## config.mk

```make
export PLATFORM = sky130hd
export DESIGN_NAME = wide_target
export DESIGN_NICKNAME = d
export VERILOG_FILES = /design/src/wt_pkg.sv /design/src/wt_buffer.sv /design/src/wt_caps.sv /design/src/wide_target.sv
export VERILOG_INCLUDE_DIRS = /design/src
export SDC_FILE = /design/constraint.sdc
export NUM_CORES = 1
export LEC_CHECK = 0
export ABC_AREA = 1
export BUFFER_PORTS_ARGS = -buffer_cell sky130_fd_sc_hd__buf_2
export CAP_MARGIN = 20
export CORE_MARGIN = 5
export CORE_UTILIZATION = 45
export CTS_BUF_LIST = sky130_fd_sc_hd__clkbuf_2 sky130_fd_sc_hd__clkbuf_4 sky130_fd_sc_hd__clkbuf_8
export CTS_CLUSTER_DIAMETER = 200
export DETAILED_ROUTE_END_ITERATION = 7
export HOLD_SLACK_MARGIN = 0.15
export PLACE_DENSITY = 0.71
export SETUP_SLACK_MARGIN = 0.05
export SYNTH_ARGS = -nofsm -noshare
export SYNTH_HDL_FRONTEND = slang
export SYNTH_SLANG_ARGS = --single-unit
```

## constraint.sdc

```tcl
create_clock -name clk -period 9 [get_ports clk]
set_clock_uncertainty 0.05 [all_clocks]
set_input_delay 0.45 -clock clk [delete_from_list [all_inputs] [get_ports clk]]
set_output_delay 0.45 -clock clk [all_outputs]
set_load 0.02 [all_outputs]
```

## src/wide_target_cfg.svh

```systemverilog
// Operation
// RULE_01: Wide single read 5 clocks, write 3
// RULE_02: Burst read 4-1-1-1 plus turnaround; write 3-1-1-1 (code: burst ready low at most every other clock)
// RULE_03: ID 0, 1, 4 high means wide-capable
// RULE_04: ID pair decodes protocol and size awareness
// RULE_05: Upper data rides address and select lines
// RULE_06: Upper enables gate upper lanes, shared pins
// RULE_07: Initiator transfers contiguous bytes only
// RULE_08: Offer strobed with address strobe, one clock
// RULE_09: Master never offers wide to unaware board
// RULE_10: Addressed target acknowledges in first/second data state
// RULE_11: Acknowledge low one state, high one, float
// RULE_12: No ready low before or with acknowledge
// RULE_13: No acknowledge without a wide offer
// RULE_14: Acknowledge shares ID4 pin after reset
// RULE_15: Write upper data follows acknowledge clock
// RULE_16: Read: no upper data on acknowledge clock
// RULE_17: Master holds burst-last until acknowledge
// RULE_18: Late acknowledge delays line switching
// RULE_19: Hold read data until ready-return sampled
// RULE_20: Burst enables active; lower implied after first
// RULE_21: New burst write data per burst ready
// RULE_22: Burst read turnaround before and after data
// RULE_23: Ready before acknowledge means 32-bit transfer
// RULE_24: Wide only memory, A2 zero, straddling word
// RULE_25: Wide target still works as 32-bit target
`ifndef WIDE_TARGET_CFG_SVH
`define WIDE_TARGET_CFG_SVH
`define WT_ID_WIDE 3'h7
`define WT_LAST_BEAT 2'h3
`define WT_REQ_W 104
`define WT_REQ_DATA 0
`define WT_REQ_LANES 64
`define WT_REQ_WIDE 72
`define WT_REQ_WRITE 73
`define WT_REQ_ADDR 74
`define WT_RST_DATA 64'h0
`endif

```

## src/wt_pkg.sv

```systemverilog
package wt_pkg;
	typedef enum logic [5:0] {
		ST_IDLE = 6'h01,
		ST_DEC = 6'h02,
		ST_ACK = 6'h04,
		ST_BEAT = 6'h08,
		ST_RTN = 6'h10,
		ST_TURN = 6'h20
	} wt_state_t;
	typedef enum logic [1:0] {
		PR_RESERVED = 2'h0,
		PR_OLDER = 2'h1,
		PR_NEWER = 2'h2,
		PR_WIDE = 2'h3
	} wt_proto_t;
endpackage

```

## src/wt_buffer.sv

```systemverilog
`timescale 1ns/1ns
module wt_buffer
#(
	parameter int W = 8
)
(
	input wire logic clk,
	input wire logic reset,
	input wire logic in_valid,
	input wire logic [W-1:0] in_data,
	output logic in_ready,
	output logic out_valid,
	output logic [W-1:0] out_data,
	input wire logic out_ready
);
	logic skid_valid_r;
	logic [W-1:0] skid_r;
	logic push;
	logic pop;

	if (W < 1)
	begin : g_chk
		$error("wt_buffer width must be positive");
	end

	// Both outputs are flops; the skid entry absorbs one stalled word
	assign in_ready = !skid_valid_r;
	assign push = in_valid && !skid_valid_r;
	assign pop = out_valid && out_ready;

	always_ff @(posedge clk or posedge reset)
	begin
		if (reset)
		begin
			out_valid <= 1'b0;
			skid_valid_r <= 1'b0;
			out_data <= '0;
			skid_r <= '0;
		end
		else if (pop)
		begin
			if (skid_valid_r)
			begin
				out_data <= skid_r;
				skid_valid_r <= 1'b0;
			end
			else if (push)
				out_data <= in_data;
			else
				out_valid <= 1'b0;
		end
		else if (push)
		begin
			if (!out_valid)
			begin
				out_data <= in_data;
				out_valid <= 1'b1;
			end
			else
			begin
				skid_r <= in_data;
				skid_valid_r <= 1'b1;
			end
		end
	end
endmodule

```

## src/wt_caps.sv

```systemverilog
`timescale 1ns/1ns
`include "wide_target_cfg.svh"
module wt_caps
(
	input wire logic clk,
	input wire logic reset,
	input wire logic [2:0] id_bits,
	output logic wide_aware,
	output wt_pkg::wt_proto_t proto
);
	logic first_r;

	function automatic wt_pkg::wt_proto_t decode(input logic [2:0] id);
		case (id[1:0])
			2'h1: decode = wt_pkg::PR_OLDER;
			2'h2: decode = wt_pkg::PR_NEWER;
			2'h3: decode = id[2] ? wt_pkg::PR_WIDE : wt_pkg::PR_NEWER;
			default: decode = wt_pkg::PR_RESERVED;
		endcase
	endfunction

	// Pins are caught on the first edge after release, never by the reset
	always_ff @(posedge clk or posedge reset)
	begin
		if (reset)
		begin
			first_r <= 1'b1;
			wide_aware <= 1'b0;
			proto <= wt_pkg::PR_RESERVED;
		end
		else if (first_r)
		begin
			first_r <= 1'b0;
			wide_aware <= (id_bits == `WT_ID_WIDE); // see RULE_03
			proto <= decode(id_bits); // see RULE_04
		end
	end

	property p_caps;
		@(posedge clk) disable iff (reset)
		first_r |=> !first_r && (wide_aware == (&$past(id_bits)));
	endproperty
	a_caps: assert property (p_caps) // see RULE_03
		else $error("capability not taken from id pins");
endmodule

```

## src/wide_target.sv

```systemverilog
`timescale 1ns/1ns
`include "wide_target_cfg.svh"
module wide_target
#(
	parameter logic [29:0] DEC_BASE = 30'h0,
	parameter logic [29:0] DEC_MASK = 30'h0,
	parameter bit ACK_LATE = 1'b0,
	parameter bit WIDE_EN = 1'b1,
	parameter bit BURST_EN = 1'b1
)
(
	input wire logic clk,
	input wire logic reset,
	input wire logic addr_strobe_n,
	input wire logic wide_offer_n,
	input wire logic burst_last_n,
	input wire logic ready_return_n,
	input wire logic [29:0] bus_addr,
	input wire logic bus_mem_io,
	input wire logic bus_write_read,
	input wire logic [3:0] lane_enables_n,
	input wire logic [31:0] bus_data,
	input wire logic [1:0] board_id_bits,
	input wire logic ack_pin,
	output logic wide_ack_n,
	output logic wide_ack_oe,
	output logic device_claim_n,
	output logic local_ready_n,
	output logic local_ready_oe,
	output logic burst_ready_n,
	output logic burst_ready_oe,
	output logic [31:0] lower_data_word,
	output logic lower_data_oe,
	output logic [31:0] upper_data_word,
	output logic upper_data_oe,
	output logic req_valid,
	input wire logic req_ready,
	output logic [29:0] req_addr,
	output logic req_write,
	output logic req_wide,
	output logic [7:0] req_lanes,
	output logic [63:0] req_data,
	input wire logic rsp_valid,
	input wire logic [63:0] rsp_data,
	output logic rsp_ready,
	output logic caps_wide,
	output wt_pkg::wt_proto_t caps_proto
);
	localparam int ACK_DLY = ACK_LATE ? 2 : 1;

	wt_pkg::wt_state_t state_r;
	wt_pkg::wt_state_t state_nxt;
	logic [29:0] addr_r;
	logic [3:0] be_lo_r;
	logic [1:0] beat_r;
	logic write_r;
	logic wide_r;
	logic use_b_r;
	logic rdy_low_r;
	logic sent_r;
	logic hit;
	logic start;
	logic go_wide;
	logic use_b_nxt;
	logic beat_done;
	logic last;
	logic take;
	logic push_now;
	logic rdy_set;
	logic drive_rdy;
	logic buf_in_ready;
	logic [7:0] push_lanes;
	logic [63:0] push_data;
	logic [29:0] beat_addr;
	logic [`WT_REQ_W-1:0] push_word;
	logic [`WT_REQ_W-1:0] pop_word;

	if ((DEC_BASE & ~DEC_MASK) != 30'h0)
	begin : g_chk
		$error("decode base has bits outside the mask");
	end

	wt_caps u_caps
	(
		.clk(clk),
		.reset(reset),
		.id_bits({ack_pin, board_id_bits}),
		.wide_aware(caps_wide),
		.proto(caps_proto)
	);

	assign hit = (bus_addr & DEC_MASK) == DEC_BASE;
	assign start = (state_r == wt_pkg::ST_IDLE) && !addr_strobe_n && hit;
	// Offer counts only with the strobe, from a wide-aware board
	assign go_wide = WIDE_EN && caps_wide && !wide_offer_n // see RULE_09
		&& !bus_addr[0] && bus_mem_io; // see RULE_24
	assign use_b_nxt = start ? (go_wide && BURST_EN) : use_b_r;
	assign beat_done = (state_r == wt_pkg::ST_BEAT) && rdy_low_r;
	assign last = !use_b_r || !burst_last_n || (beat_r == `WT_LAST_BEAT);
	assign take = rsp_valid && rsp_ready;
	assign push_now = (state_r == wt_pkg::ST_BEAT)
		&& (write_r ? beat_done : (!sent_r && buf_in_ready));
	// Buffer room or returned data gates each beat, inserting wait states
	assign rdy_set = (state_r == wt_pkg::ST_ACK && write_r && buf_in_ready)
		|| (state_r == wt_pkg::ST_BEAT && !rdy_low_r
		&& (write_r ? buf_in_ready : take)); // see RULE_21
	assign drive_rdy = (state_nxt == wt_pkg::ST_BEAT)
		|| (state_nxt == wt_pkg::ST_RTN) || (state_nxt == wt_pkg::ST_TURN);

	// Burst beats walk the line in the order the start address implies
	assign beat_addr = {addr_r[29:3], addr_r[2:1] ^ beat_r, addr_r[0]};
	assign push_lanes = wide_r
		? {~lane_enables_n, (beat_r == 2'h0) ? ~be_lo_r : 4'hF} // see RULE_20
		: {4'h0, ~be_lo_r}; // see RULE_06
	// Upper write word sits on address and select lines after the ack
	assign push_data = !write_r ? `WT_RST_DATA
		: wide_r ? {bus_addr, bus_mem_io, bus_write_read, bus_data} // see RULE_05
		: {32'h0, bus_data}; // see RULE_15
	assign push_word = {beat_addr, write_r, wide_r, push_lanes, push_data};

	wt_buffer #(.W(`WT_REQ_W)) u_buf
	(
		.clk(clk),
		.reset(reset),
		.in_valid(push_now),
		.in_data(push_word),
		.in_ready(buf_in_ready),
		.out_valid(req_valid),
		.out_data(pop_word),
		.out_ready(req_ready)
	);

	assign req_addr = pop_word[`WT_REQ_ADDR +: 30];
	assign req_write = pop_word[`WT_REQ_WRITE];
	assign req_wide = pop_word[`WT_REQ_WIDE];
	assign req_lanes = pop_word[`WT_REQ_LANES +: 8];
	assign req_data = pop_word[`WT_REQ_DATA +: 64];

	always_comb
	begin
		state_nxt = state_r;
		case (state_r)
			wt_pkg::ST_IDLE:
				if (start)
					state_nxt = !go_wide ? wt_pkg::ST_BEAT // see RULE_25
						: ACK_LATE ? wt_pkg::ST_DEC : wt_pkg::ST_ACK;
			wt_pkg::ST_DEC: state_nxt = wt_pkg::ST_ACK;
			wt_pkg::ST_ACK: state_nxt = wt_pkg::ST_BEAT;
			wt_pkg::ST_BEAT:
				if (beat_done && last)
					state_nxt = (!write_r && !use_b_r && ready_return_n)
						? wt_pkg::ST_RTN : wt_pkg::ST_TURN;
			wt_pkg::ST_RTN:
				if (!ready_return_n)
					state_nxt = wt_pkg::ST_TURN; // see RULE_19
			wt_pkg::ST_TURN: state_nxt = wt_pkg::ST_IDLE;
			default: state_nxt = wt_pkg::ST_IDLE;
		endcase
	end

	always_ff @(posedge clk or posedge reset)
	begin
		if (reset)
			state_r <= wt_pkg::ST_IDLE;
		else
			state_r <= state_nxt;
	end

	always_ff @(posedge clk or posedge reset)
	begin
		if (reset)
		begin
			addr_r <= 30'h0;
			write_r <= 1'b0;
			wide_r <= 1'b0;
			use_b_r <= 1'b0;
			be_lo_r <= 4'hF;
			beat_r <= 2'h0;
		end
		else if (start)
		begin
			addr_r <= bus_addr;
			write_r <= bus_write_read;
			wide_r <= go_wide;
			use_b_r <= use_b_nxt;
			be_lo_r <= lane_enables_n;
			beat_r <= 2'h0;
		end
		else if (beat_done)
			beat_r <= beat_r + 2'h1;
	end

	always_ff @(posedge clk or posedge reset)
	begin
		if (reset)
			sent_r <= 1'b0;
		else if (start || beat_done)
			sent_r <= 1'b0;
		else if (push_now)
			sent_r <= 1'b1;
	end

	// Claim holds from decode until the bus is handed back
	always_ff @(posedge clk or posedge reset)
	begin
		if (reset)
			device_claim_n <= 1'b1;
		else
			device_claim_n <= (state_nxt == wt_pkg::ST_IDLE); // see RULE_10
	end

	// Pin is released through reset so the board can show its ID4 strap
	always_ff @(posedge clk or posedge reset)
	begin
		if (reset)
		begin
			wide_ack_n <= 1'b1;
			wide_ack_oe <= 1'b0; // see RULE_14
		end
		else
		begin
			wide_ack_n <= (state_nxt != wt_pkg::ST_ACK); // see RULE_13
			wide_ack_oe <= (state_nxt == wt_pkg::ST_ACK)
				|| (state_r == wt_pkg::ST_ACK); // see RULE_11
		end
	end

	// Ready first leaves in the state after the ack, then is driven high
	always_ff @(posedge clk or posedge reset)
	begin
		if (reset)
		begin
			rdy_low_r <= 1'b0;
			local_ready_n <= 1'b1;
			burst_ready_n <= 1'b1;
			local_ready_oe <= 1'b0;
			burst_ready_oe <= 1'b0;
		end
		else
		begin
			rdy_low_r <= rdy_set;
			local_ready_n <= !(rdy_set && !use_b_r); // see RULE_12
			burst_ready_n <= !(rdy_set && use_b_r); // see RULE_02
			local_ready_oe <= drive_rdy && !use_b_nxt;
			burst_ready_oe <= drive_rdy && use_b_nxt;
		end
	end

	// Data is driven only from the reply, never in the ack-high clock
	always_ff @(posedge clk or posedge reset)
	begin
		if (reset)
		begin
			lower_data_word <= 32'h0;
			upper_data_word <= 32'h0;
			lower_data_oe <= 1'b0;
			upper_data_oe <= 1'b0;
		end
		else if (take)
		begin
			lower_data_word <= rsp_data[31:0];
			upper_data_word <= rsp_data[63:32]; // see RULE_05
			lower_data_oe <= 1'b1;
			upper_data_oe <= wide_r; // see RULE_16
		end
		else if (state_nxt == wt_pkg::ST_TURN || state_nxt == wt_pkg::ST_IDLE)
		begin
			lower_data_oe <= 1'b0; // see RULE_22
			upper_data_oe <= 1'b0;
		end
	end

	always_ff @(posedge clk or posedge reset)
	begin
		if (reset)
			rsp_ready <= 1'b0;
		else
			rsp_ready <= (state_r == wt_pkg::ST_BEAT) && !write_r
				&& (sent_r || push_now) && !take && !rdy_low_r;
	end

	property p_ack_offer;
		@(posedge clk) disable iff (reset)
		$rose(wide_ack_oe) |->
			!$past(addr_strobe_n, ACK_DLY) && !$past(wide_offer_n, ACK_DLY)
			&& !device_claim_n;
	endproperty
	a_ack_offer: assert property (p_ack_offer) // see RULE_13
		else $error("acknowledge without an offer");

	property p_ack_shape;
		@(posedge clk) disable iff (reset)
		(wide_ack_oe && !wide_ack_n) |=>
			(wide_ack_oe && wide_ack_n) ##1 !wide_ack_oe;
	endproperty
	a_ack_shape: assert property (p_ack_shape) // see RULE_11
		else $error("acknowledge not low, high, then released");

	property p_rdy_ack;
		@(posedge clk) disable iff (reset)
		(wide_ack_oe && !wide_ack_n) |-> (local_ready_n && burst_ready_n);
	endproperty
	a_rdy_ack: assert property (p_rdy_ack) // see RULE_12
		else $error("ready low together with acknowledge");

	property p_wr_min;
		@(posedge clk) disable iff (reset)
		(start && go_wide && bus_write_read) |=>
			(local_ready_n && burst_ready_n);
	endproperty
	a_wr_min: assert property (p_wr_min) // see RULE_01
		else $error("wide write faster than three clocks");

	property p_rd_min;
		@(posedge clk) disable iff (reset)
		(start && go_wide && !bus_write_read) |=>
			(local_ready_n && burst_ready_n && !lower_data_oe)[*2];
	endproperty
	a_rd_min: assert property (p_rd_min) // see RULE_02
		else $error("wide read first data too early");

	property p_no_hi_ack;
		@(posedge clk) disable iff (reset)
		(wide_ack_oe && wide_ack_n) |-> !upper_data_oe;
	endproperty
	a_no_hi_ack: assert property (p_no_hi_ack) // see RULE_16
		else $error("upper data driven in acknowledge clock");

	property p_rtn_hold;
		@(posedge clk) disable iff (reset)
		(state_r == wt_pkg::ST_RTN) |-> lower_data_oe;
	endproperty
	a_rtn_hold: assert property (p_rtn_hold) // see RULE_19
		else $error("read data dropped before ready return");

	property p_turn;
		@(posedge clk) disable iff (reset)
		(beat_done && last && use_b_r && !write_r) |=>
			!lower_data_oe && !upper_data_oe && burst_ready_n;
	endproperty
	a_turn: assert property (p_turn) // see RULE_22
		else $error("no turnaround after burst read");
endmodule

```

Word level (Yosys, flattened, before mapping)
Cells that the tools add are included.
{"block": "word_totals", "reg_bits": 335, "out_inout_bits": 182, "inputBits": 143}
{"block": "classes", "bitwise_logic": 4, "addsub": 1, "mux": 34, "eq_ne": 19, "n_reduce_logical": 58}
{"cell": "104-bit two-way mux", "count": 5}
{"cell": "64-bit two-way mux", "count": 2}
{"cell": "6-bit one-hot mux with 5 select lines", "count": 1}
{"cell": "1-bit logical AND", "count": 25}
{"cell": "6-bit two-way mux", "count": 4}
{"cell": "1-bit two-way mux", "count": 16}
{"cell": "1-bit logical NOT", "count": 13}
{"cell": "6-bit by 1-bit equality test with 1-bit output, second input constant", "count": 2}
{"cell": "6-bit by 3-bit equality test with 1-bit output, second input constant", "count": 2}
{"cell": "6-bit by 4-bit equality test with 1-bit output, second input constant", "count": 2}
{"cell": "6-bit by 5-bit equality test with 1-bit output, second input constant", "count": 2}
{"cell": "2-bit nonzero test", "count": 6}
{"cell": "1-bit logical OR", "count": 9}
{"cell": "3-bit AND reduction", "count": 3}
{"cell": "4-bit two-way mux", "count": 2}
{"cell": "8-bit two-way mux", "count": 1}
{"cell": "4-bit NOT", "count": 2}
{"cell": "2-bit equality test, second input constant", "count": 3}
{"cell": "6-bit by 2-bit equality test with 1-bit output, second input constant", "count": 1}
{"cell": "6-bit equality test, second input constant", "count": 1}
{"cell": "2-bit != test, second input constant", "count": 3}
{"cell": "6-bit by 3-bit != test with 1-bit output, second input constant", "count": 1}
{"cell": "2-bit one-hot mux with 3 select lines", "count": 1}
{"cell": "2-bit two-way mux", "count": 2}
{"cell": "other kinds (7)", "count": 7}

Depth between registers and ports, before layout
Gate-level depths: netlist of run 1.
{"block": "logic_depth", "depth_word": 11, "depth_mapped": 12, "ltp_nobuf": 11}

Cells and area by module
Synthesis of run 1 repeated with hierarchy kept, for this count alone.
{"block": "hier_totals", "hier_cells": 1912, "area_unflattened_um2": 15039.4}
{"module": "wt_buffer", "seq_area_each_um2": 5255.0, "cells_per_inst": 1236, "instances": 1, "area_per_inst_um2": 9502.9}
{"module": "wide_target", "seq_area_each_um2": 3039.2, "cells_per_inst": 658, "instances": 1, "area_per_inst_um2": 5378.9}
{"module": "wt_caps", "seq_area_each_um2": 101.3, "cells_per_inst": 18, "instances": 1, "area_per_inst_um2": 157.7}

Least setup slack after synthesis of run 1
OpenSTA, ideal clock, no wires.
{"block": "synth_timing", "kind": "reg-to-reg", "from": "register state_r[5]", "to": "register u_buf.out_data[62]", "required_ns": 8.833, "path_buffers": 2, "path_stages_with_launch": 11, "t_arrival_ns": 1.491, "setup_ns": 0.117, "period_less_slack_ns": 1.658, "setup_slack_ns": 7.342, "cell_sequence": "dfrtp_1 > nor2_4 > nand2_1 > nor2_4 > nand3_4 > o21ai_2 > nand2_2 > buf_6 > buf_2 > nand2_1 > nand2_1"}
{"block": "synth_via", "elab_chain_len": 7, "elab_cells_between_ends": 8}
{"item": "from (decl)", "line": "wide_target.sv:51", "source": "wt_pkg::wt_state_t state_r;"}
{"item": "from (signal assigned)", "line": "wide_target.sv:164", "source": "state_r <= wt_pkg::ST_IDLE;"}
{"item": "from (signal assigned)", "line": "wide_target.sv:166", "source": "state_r <= state_nxt;"}
{"item": "6-bit by 4-bit equality test with 1-bit output *", "line": "wide_target.sv:98, wide_target.sv:101"}
{"item": "1-bit logical AND", "line": "wide_target.sv:98", "source": "assign beat_done = (state_r == wt_pkg::ST_BEAT) && rdy_low_r;"}
{"item": "1-bit two-way mux", "line": "wide_target.sv:102", "source": "&& (write_r ? beat_done : (!sent_r && buf_in_ready));"}
{"item": "1-bit logical AND *", "line": "wide_target.sv:102"}
{"item": "1-bit logical AND *", "line": "wt_buffer.sv:28", "source": "assign push = in_valid && !skid_valid_r;"}
{"item": "2-bit nonzero test (no source line)"}
{"item": "3-bit AND reduction (no source line) *"}
{"item": "to (signal assigned)", "line": "wt_buffer.sv:44", "source": "out_data <= skid_r;"}
{"item": "to (signal assigned)", "line": "wt_buffer.sv:48", "source": "out_data <= in_data;"}
{"item": "to (signal assigned)", "line": "wt_buffer.sv:56", "source": "out_data <= in_data;"}
{"item": "to (decl)", "line": "wt_buffer.sv:13", "source": "output logic [W-1:0] out_data,"}
Mark *: on every way between the ends. The rest lies on a longest branch, timed or not.
A chain may end at the register's enable or synchronous reset.

Final worst setup path of run 1
{"block": "layout_timing", "from": "input req_ready", "to": "register u_buf.out_data[9]"}
{"block": "layout_via", "elab_chain_len": 3, "elab_cells_between_ends": 5}
{"item": "from (decl)", "line": "wide_target.sv:37", "source": "input wire logic req_ready,"}
{"item": "1-bit logical AND *", "line": "wt_buffer.sv:29", "source": "assign pop = out_valid && out_ready;"}
{"item": "2-bit != test (no source line) / 2-bit nonzero test (equally long branches)"}
{"item": "3-bit AND reduction (no source line)"}
Marked as above.

==> impl_metrics.json, run 1 <==
{
  "synth-seq-area-share_pct": 59.7,
  "area_delta_synth_final_pct": 31.7,
  "cts-root-buf": "clkbuf_8",
  "path_buf_inv": 5,
  "whs_ps": 208,
  "p_seq_share_pct": 43.2,
  "maxCapViolCount": 0,
  "clock_latency_ps": 600,
  "crit_arrival_ps": 3710,
  "seqCellArea_sq_mm": 0.00840,
  "synth_cell_type_count": 31,
  "synth_edf_count": 0,
  "ys_seq_elements": 335,
  "p_switching_mw": 1.56,
  "cpMaxStageDelayCell": "clkinv_2",
  "rsz0062_at_grt": "false",
  "vias": 12610,
  "die_area_sq_mm": 0.0349,
  "routedWlPerCell_um": 15.4,
  "fillers": 2632,
  "synth_top_cell_by_area": "dfrtp_1",
  "yosys_warnings": 0,
  "endpoint_kind": "flop",
  "slew_headroom_pct": 30.6,
  "status": "completed",
  "cts_setup_buffers": 0,
  "viasPerCell": 4.91,
  "cts_buffers": 55,
  "clk_pin_slew_ps": 60,
  "cp_max_fo": 73,
  "leakage_nw": 10.1,
  "setup_tns_ps": 0,
  "finalSetupViolations": 0,
  "antenna_found_initial": 2,
  "path_cells": "dlygate4sd3_1 -> buf_2 -> nand2_1 -> nor2_4 -> buf_4 -> clkinv_2 -> buf_4 -> o21ai_0 -> o21ai_0",
  "cpPeakStageDelay_ps": 810,
  "synth_area_leaders": "dfrtp_1 58%, nand2_1 20%, o21ai_0 6.6%",
  "grt_overflow": 0,
  "multi_input_area_sq_mm": 0.00473,
  "synthArstFlopShare_pct": 100,
  "gp_congestion": 0.790,
  "post-route-period-util_pct": 37.4,
  "maxSlewViolCount": 0,
  "numClockSinks": 335,
  "dp_hpwl_mm": 24.7,
  "startpoint_type": "input port",
  "cts_tree": "done",
  "yosysTopAreaCellShare_pct": 57.8,
  "fmax_ghz": 0.297,
  "netlist_area_sq_mm": 0.0141,
  "pwr-share-clk_pct": 31.0,
  "dr.pass1.iters": 6,
  "syn_area_per_cell_sq_um": 8.38,
  "rows": 64,
  "layout.nets": 2269,
  "grt_max_degree": 185,
  "first_iter_violations": 739,
  "port_buffers": 324,
  "grt_usage_pct": 22.4,
  "grt_pass1_wl_mm": 65.3,
  "route.detailed.drc": 0,
  "critPathTopFamily": "buffers and inverters",
  "powerDensity_mw_per_mm2": 249,
  "clockBufferDepth": 3,
  "htreeDepth": 2,
  "p_int_mw": 3.06,
  "netlist_instances": 1680,
  "crit_required_ps": 9350,
  "drtAntennaViolNets": 0,
  "worstMarginPinSlew_ps": 1040,
  "final_area_sq_mm": 0.0185,
  "hold_violations": 0,
  "path_class": "in2reg",
  "swShare_pct": 33.7,
  "die_w_um": 187,
  "pin_count": 325,
  "pwr-share-comb_pct": 25.9,
  "core_area_sq_mm": 0.0307,
  "ir_worst_vdd_v": 0.000122,
  "hp-class": "in2reg",
  "grt_pass1_vias": 13111,
  "dpl_cell_area_sq_mm": 0.0159,
  "timing.final.crit_period_ps": 3360,
  "die_h_um": 187,
  "synth_ff_type": "dfrtp_1",
  "start_util_pct": 45.8,
  "routed_wl_mm": 39.6,
  "layout-drive-gt1-share_pct": 21.9
}
-- stage by stage --
step | utilization [%] | total power [mW] | instances | worst slack [ps]
after floorplan | - | 2.75 | 1681 | 4030
after global placement | 51.6 | 3.14 | 2321 | 5800
after detailed placement | 51.6 | 3.16 | 2322 | 5690
after CTS | 60.1 | 4.66 | 2564 | 5700
after global routing | 60.3 | 4.90 | 2568 | 5350
final | 60.3 | 4.62 | 2569 | 5640
-- worst min-delay path: stages --
cell and delay (ps):
buf_2 110, inv_1 40, nor2_1 40, nand2_1 50, o21ai_0 80
-- layout by cell type, fill, tap and decap left out, types with 2 or more instances in the layout --
cell,count
clkinv_2,4
inv_2,6
o21ai_1,100
nand4_1,3
nand3_1,9
o21ai_0,185
nand2_1,740
nor3_1,3
buf_12,2
diode_2,3
dfrtp_1,325
buf_4,12
nor2_4,6
o211ai_1,2
dfstp_2,10
xor2_1,2
a21oi_1,7
inv_1,125
nor2_2,2
o21ai_2,2
dlygate4sd3_1,140
ha_1,2
clkbuf_4,27
buf_2,324
conb_1,2
nor2_1,45
or2_2,2
clkbuf_8,71
-- layout make-up --
cell class / count / area share [%]
Sequential cell: 335 / 45.3
Antenna cell: 3 / 0.0405
Clock buffer: 98 / 6.37
Tap cell: 396 / 2.67
Clock inverter: 5 / 0.216
Multi-Input combinational cell: 1119 / 25.5
Timing Repair Buffer: 479 / 17.2
Inverter: 134 / 2.75
-- metal layers --
layer,global-route usage [%],up-vias,wire (um)
met2,37.9,437,19300
li1,-,6112,-
met5,0,-,0
met4,9.16,0,1480
met3,6.40,104,2950
met1,27.2,5957,15900
-- cells by family after synthesis --
logic type | share of synthesized area, %
simple gates | 22.4
flops | 59.7
compound gates | 10.8
buf+inv | 6.84
xor+xnor | 0.125
fa+ha+maj | 0.178
other cells | 0.0266
-- worst paths after layout --
| path | endpoint | slack (ps) | startpoint | cells past startpoint |
|---|---|---|---|---|
| setup / recovery | u_buf.out_data[9] | 5640 | req_ready | 9 |
| setup reg to reg | u_buf.out_data[9] | 5810 | u_buf.skid_valid_r | 7 |
| min in group asynchronous | u_buf.skid_r[22] | 450 | reset | 4 |
| hold reg to reg | lower_data_word[14] | 430 | lower_data_word[14] | 2 |
| max in group asynchronous | u_buf.skid_r[98] | 6800 | reset | 6 |
| hold / removal | u_buf.skid_r[33] | 210 | bus_mem_io | 5 |
-- power groups by stage --
stage	combinational (mW)	sequential, mW	clock [mW]
3_3_place_gp	1.13	2.01	0
2_1_floorplan	0.499	2.25	0
6_report	1.20	1.99	1.43
5_1_grt	1.34	2.03	1.54
3_5_place_dp	1.15	2.01	0
4_1_cts	1.20	1.99	1.46
-- state kept, by name, indices dropped and copies added, names as in the netlist, 2 cells and up --
name	cells
upper_data_word	32
u_buf.out_data	104
u_buf.skid_r	104
state_r	6
u_caps.proto	2
be_lo_r	4
addr_r	30
lower_data_word	32
beat_r	2
-- cell usage after synthesis, types with 2 or more instances --
cell and n:
nand2_1 741, dfrtp_1 325, o21ai_0 185, inv_1 127
o21ai_1 100, clkbuf_1 52, nor2_1 45, buf_2 19
buf_6 10, dfstp_2 10, buf_1 9, nand3_1 9
a21oi_1 7, inv_2 7, nor2_4 6, buf_4 3
nand4_1 3, nor3_1 3, ha_1 2, nor2_2 2
o211ai_1 2, o21ai_2 2, or2_2 2, xor2_1 2
-- timing repair --
item,4_1_cts,5_1_grt
hold buffers,139,1
hold endpoints to repair,161,20
resized for setup,0,0
Power figures use the tool's default switching activity.
==> run 2, diff against run 1 <==
Clock period 9 ns to 2.76 ns, I/O delays scaled along.
==> impl_metrics.json, run 2 (synthesis results as in run 1) <==
{
  "htreeDepth": 2,
  "die_w_um": 187,
  "start_util_pct": 45.8,
  "die_h_um": 187,
  "cts_tree": "done",
  "hold_violations": 0,
  "pin_count": 325,
  "final_common_cell": "nand2_1",
  "grt_pass1_wl_mm": 67.9,
  "final_cell_mix": "740 x nand2_1, 325 x dfrtp_1, 324 x buf_2, 185 x o21ai_0, 178 x dlygate4sd3_1",
  "first_iter_violations": 769,
  "post_cts_resized": 0,
  "drtAntennaViolNets": 0,
  "startpoint_type": "flop",
  "worstMarginPinSlew_ps": 1030,
  "cp-startpoint": "state_r[0]",
  "maxSlewViolCount": 0,
  "gp_congestion": 0.812,
  "cp_common_cell": "nor2_4",
  "slew_headroom_pct": 31.2,
  "grt_usage_pct": 23.4,
  "area_delta_synth_final_pct": 35.0,
  "post-route-period-util_pct": 80.9,
  "highest_layer": "met4",
  "wl_met2_mm": 20.2,
  "cts_setup_buffers": 0,
  "core_area_sq_mm": 0.0307,
  "cpPeakStageDelay_ps": 790,
  "critPathTopFamily": "buffers and inverters",
  "cp_max_fo": 100,
  "clock_latency_ps": 580,
  "grt_max_degree": 101,
  "numClockSinks": 335,
  "endpoint_kind": "flop",
  "clk_pin_slew_ps": 70,
  "grt_overflow": 0,
  "port_buffers": 324,
  "status": "completed",
  "layout-drive-gt1-share_pct": 21.5,
  "crit_arrival_ps": 2570,
  "fmax_ghz": 0.448,
  "fillers": 2571,
  "viasPerCell": 4.95,
  "route.detailed.drc": 0,
  "top_regs": "u_buf.out_data x104, u_buf.skid_r x104",
  "vias": 12872,
  "rows": 64,
  "dp_hpwl_mm": 25.3,
  "grt_pass1_vias": 13361,
  "path_cells": "nor2_4 -> nand2_1 -> nor2_4 -> nand3_4 -> o21ai_2 -> nand2_4 -> buf_4 -> o21ai_0",
  "cpMaxStageDelayCell": "buf_4",
  "cts-root-buf": "clkbuf_8",
  "layout.nets": 2311,
  "reg2reg_depth": 8,
  "cts_buffers": 55,
  "antenna_found_initial": 0,
  "routed_wl_mm": 41.1,
  "leakage_nw": 10.3,
  "reg2reg_slack_ps": 530,
  "path_class": "reg2reg",
  "rsz0062_at_grt": "false",
  "clockBufferDepth": 3,
  "die_area_sq_mm": 0.0349,
  "finish.utilization_pct": 61.8,
  "powerDensity_mw_per_mm2": 801,
  "dr.pass1.iters": 5,
  "insertedDiodeCount": 0,
  "routedWlPerCell_um": 15.8,
  "path_buf_inv": 1,
  "reg2reg_to": "u_buf.out_data[6]",
  "finalSetupViolations": 0,
  "crit_required_ps": 3100,
  "r2r_start": "state_r[0]",
  "ctsHoldBuffers": 178,
  "maxCapViolCount": 0,
  "setup_tns_ps": 0,
  "ir_worst_vdd_v": 0.000436,
  "wl_met1_mm": 16.4,
  "wl_met3_mm": 2.90,
  "hp-class": "in2async",
  "timing.final.crit_period_ps": 2230
}
## run 2: cell types whose count changed in the layout (fill, tap and decap cells not counted), sizes merged
| cell | change |
|---|---|
| dlygate4sd3 | +38 |
| clkbuf | -13 |
| clkinv | +7 |
| buf | +4 |
| diode | -3 |
| bufinv | +2 |
| inv | -2 |
## run 2: how the worst max path moves through the flow
stage	to	slack [ps]	cells past startpoint
after global placement	u_buf.out_data[9]	590	8
after CTS	u_buf.out_data[6]	480	8
after floorplan	addr_r[0]	-1900	1
after detailed placement	u_buf.out_data[6]	500	8
after global routing	u_buf.out_data[10]	330	9
final	u_buf.out_data[6]	530	8
## run 2: layout make-up
class                      count  area [sq um]  area share (%)
clock inverter                12           121           0.639
multi-input combinational   1119          4730            24.9
sequential                   335          8400            44.2
inverter                     134           510            2.69
timing repair buffer         521          3650            19.2
tap                          396           495            2.61
clock buffer                  85          1110            5.83
## run 2: power by group
part           leakage (nW)  switching, mW  total [mW]  internal (mW)
Clock                 0.656           2.00        4.73           2.74
Combinational          5.27           2.60        3.97           1.37
Sequential             4.34          0.538        6.52           5.98
Total                  10.3           5.13        15.2           10.1
## run 2: worst min-delay path: stages
cell and delay [ps]:
dlygate4sd3_1 530, buf_2 140, clkinvlp_4 430
## run 2: through the flow
stage / setup WS [ps] / cells / hold WS, ps / power, mW / instance area [sq um]
after floorplan: -1900 / 1681 / 198 / 8.96 / 14100
after global placement: 591 / 2327 / 222 / 10.3 / 16000
after detailed placement: 501 / 2327 / 229 / 10.4 / 16000
after CTS: 480 / 2602 / 157 / 15.4 / 19000
after global routing: 326 / 2602 / 201 / 16.2 / 19000
final: 526 / 2602 / 166 / 15.2 / 19000
## run 2: per-layer routing
| metal | up-vias | global-route usage, % |
|---|---|---|
| met5 | - | 0 |
| met3 | 103 | 5.82 |
| li1 | 6190 | - |
| met1 | 6107 | 28.6 |
| met2 | 472 | 40.0 |
| met4 | 0 | 9.13 |
==> run 3, diff against run 2 <==
Settings changed: ABC_AREA 1 to 0.
Clock period 2.76 ns to 2 ns, I/O delays scaled along.
==> impl_metrics.json, run 3 <==
{
  "place_inst": 1922,
  "area_delta_synth_final_pct": 37.9,
  "pin_count": 325,
  "highest_layer": "met4",
  "layout.nets": 1882,
  "powerDensity_mw_per_mm2": 1150,
  "grt_pass1_vias": 11692,
  "start_util_pct": 45.6,
  "grt_usage_pct": 22.1,
  "synth_cell_type_count": 51,
  "netlist_area_sq_mm": 0.0140,
  "clock_latency_ps": 570,
  "routedWlPerCell_um": 17.6,
  "final_cell_mix": "327 x nand2_1, 325 x dfrtp_1, 324 x buf_2, 220 x mux2_2, 148 x o21ai_0",
  "cts_buffers": 55,
  "finalSetupViolations": 0,
  "die_w_um": 186,
  "timing.final.crit_period_ps": 1980,
  "gp_congestion": 0.817,
  "grt_overflow": 0,
  "syn_area_per_cell_sq_um": 11.5,
  "wl_met2_mm": 19.1,
  "ir_worst_vdd_v": 0.000727,
  "instances_no_fill": 2175,
  "grt_pass1_wl_mm": 61.5,
  "synthArstFlopShare_pct": 100,
  "route.detailed.drc": 0,
  "port_buffers": 324,
  "vias": 10999,
  "crit_arrival_ps": 2360,
  "netlist_instances": 1215,
  "hold_violations": 0,
  "top_regs": "u_buf.out_data x104, u_buf.skid_r x104",
  "numClockSinks": 335,
  "final_common_cell": "nand2_1",
  "cts-root-buf": "clkbuf_8",
  "path_class": "reg2reg",
  "fmax_ghz": 0.506,
  "hold_path_startpoint": "rsp_data[61]",
  "yosys_warnings": 0,
  "dr.pass1.iters": 5,
  "antenna_found_initial": 2,
  "clockBufferDepth": 3,
  "core_area_sq_mm": 0.0306,
  "viasPerCell": 5.06,
  "leakage_nw": 9.74,
  "startpoint_type": "flop",
  "endpoint_kind": "flop",
  "rsz0062_at_grt": "true",
  "htreeDepth": 2,
  "layout-drive-gt1-share_pct": 41.6,
  "grt_max_degree": 96,
  "worstMarginPinSlew_ps": 507,
  "synth_edf_count": 0,
  "synth_top_cell_by_area": "dfrtp_1",
  "wl_met3_mm": 2.42,
  "slew_headroom_pct": 66.2,
  "total_power_mw": 22.1,
  "yosysTopAreaCellShare_pct": 58.3,
  "maxSlewViolCount": 0,
  "synth_ff_type": "dfrtp_1",
  "clk_pin_slew_ps": 60,
  "synth-seq-area-share_pct": 60.2,
  "die_h_um": 186,
  "status": "completed",
  "yosys-top-cells-count": "327 x nand2_1, 325 x dfrtp_1, 220 x mux2_2",
  "rows": 64,
  "final_area_sq_mm": 0.0192,
  "drtAntennaViolNets": 0,
  "wl_met1_mm": 15.1,
  "routed_wl_mm": 38.3,
  "cts_tree": "done",
  "crit_required_ps": 2390,
  "first_iter_violations": 583,
  "whs_ps": 247,
  "synth_area_leaders": "dfrtp_1 58%, mux2_2 18%, nand2_1 8.8%",
  "ys_seq_elements": 335,
  "dpl_cell_area_sq_mm": 0.0165,
  "maxCapViolCount": 0,
  "die_area_sq_mm": 0.0346,
  "synth.most_common_cell": "nand2_1",
  "dp_hpwl_mm": 24.6,
  "post-route-period-util_pct": 98.8,
  "cp-startpoint": "state_r[0]",
  "hp-class": "in2reg",
  "cp_max_fo": 31,
  "r2r_start": "state_r[0]"
}
## run 3: worst paths after layout
path / endpoint / slack, ps / cells past startpoint
worst max register to register: addr_r[8] / 20 / 4
worst min register to register: be_lo_r[2] / 420 / 2
max in group asynchronous: u_buf.out_data[49] / 430 / 5
worst max-delay path: addr_r[8] / 20 / 4
min in group asynchronous: u_buf.skid_r[103] / 640 / 4
worst min-delay path: upper_data_word[29] / 250 / 3
## run 3: cells by family (layout without fill, tap and decap cells)
logic type,Yosys count,in the layout,synth area share (%)
AND/OR/NAND/NOR,379,379,11.2
flip-flops,335,335,60.2
multiplexers,226,226,18.2
AO/OA/AOI/OAI,181,181,7.00
buffers and inverters,87,648,2.98
XOR/XNOR,4,4,0.251
adder cells (fa/ha/maj),2,2,0.179
other,1,4,0.0269
## run 3: metal layers
layer  vias to the layer above  GRT usage, %
met3                       120          5.77
met1                      5389          26.5
met5                         -             0
met2                       327          37.5
met4                         0          10.3
li1                       5163             -
## run 3: where the power goes
group	internal (mW)	total (mW)	switching, mW	leakage [nW]
sequential	8.40	9.32	0.925	4.48
clock	3.58	6.30	2.72	0.633
combinational	2.86	6.52	3.66	4.63
total	14.8	22.1	7.30	9.74
## run 3: repair_timing
item | CTS | global route
resized for setup | 1 | 9
hold buffers | 145 | 0
hold endpoints to repair | 585 | 0
pin swaps | 0 | 2
setup endpoints to repair | 49 | 188
cloned | 0 | 1
setup buffers | 2 | 6
## run 3: area by class of cell
cell class,instances,area [sq um]
Timing Repair Buffer,539,3890
Sequential cell,335,8400
Antenna cell,2,5.00
Multi-Input combinational cell,794,5230
Clock buffer,88,1140
Tap cell,396,495
Fill cell,2330,11300
Clock inverter,9,47.5
Inverter,12,48.8
## run 3: metrics by stage
step	setup WS, ps	util, %	setup TNS [ps]
6_report	23.0	62.9	0
5_1_grt	-37.4	62.9	-606
4_1_cts	31.7	62.5	0
3_5_place_dp	14.9	53.8	0
3_3_place_gp	51.7	53.8	0
2_1_floorplan	-2620	-	-865060
## run 3: critical path: stages, from the launching register on
cell     delay [ps]
dfstp_2         530
or4b_4          490
nor3_4          160
buf_12          240
mux2_2          360
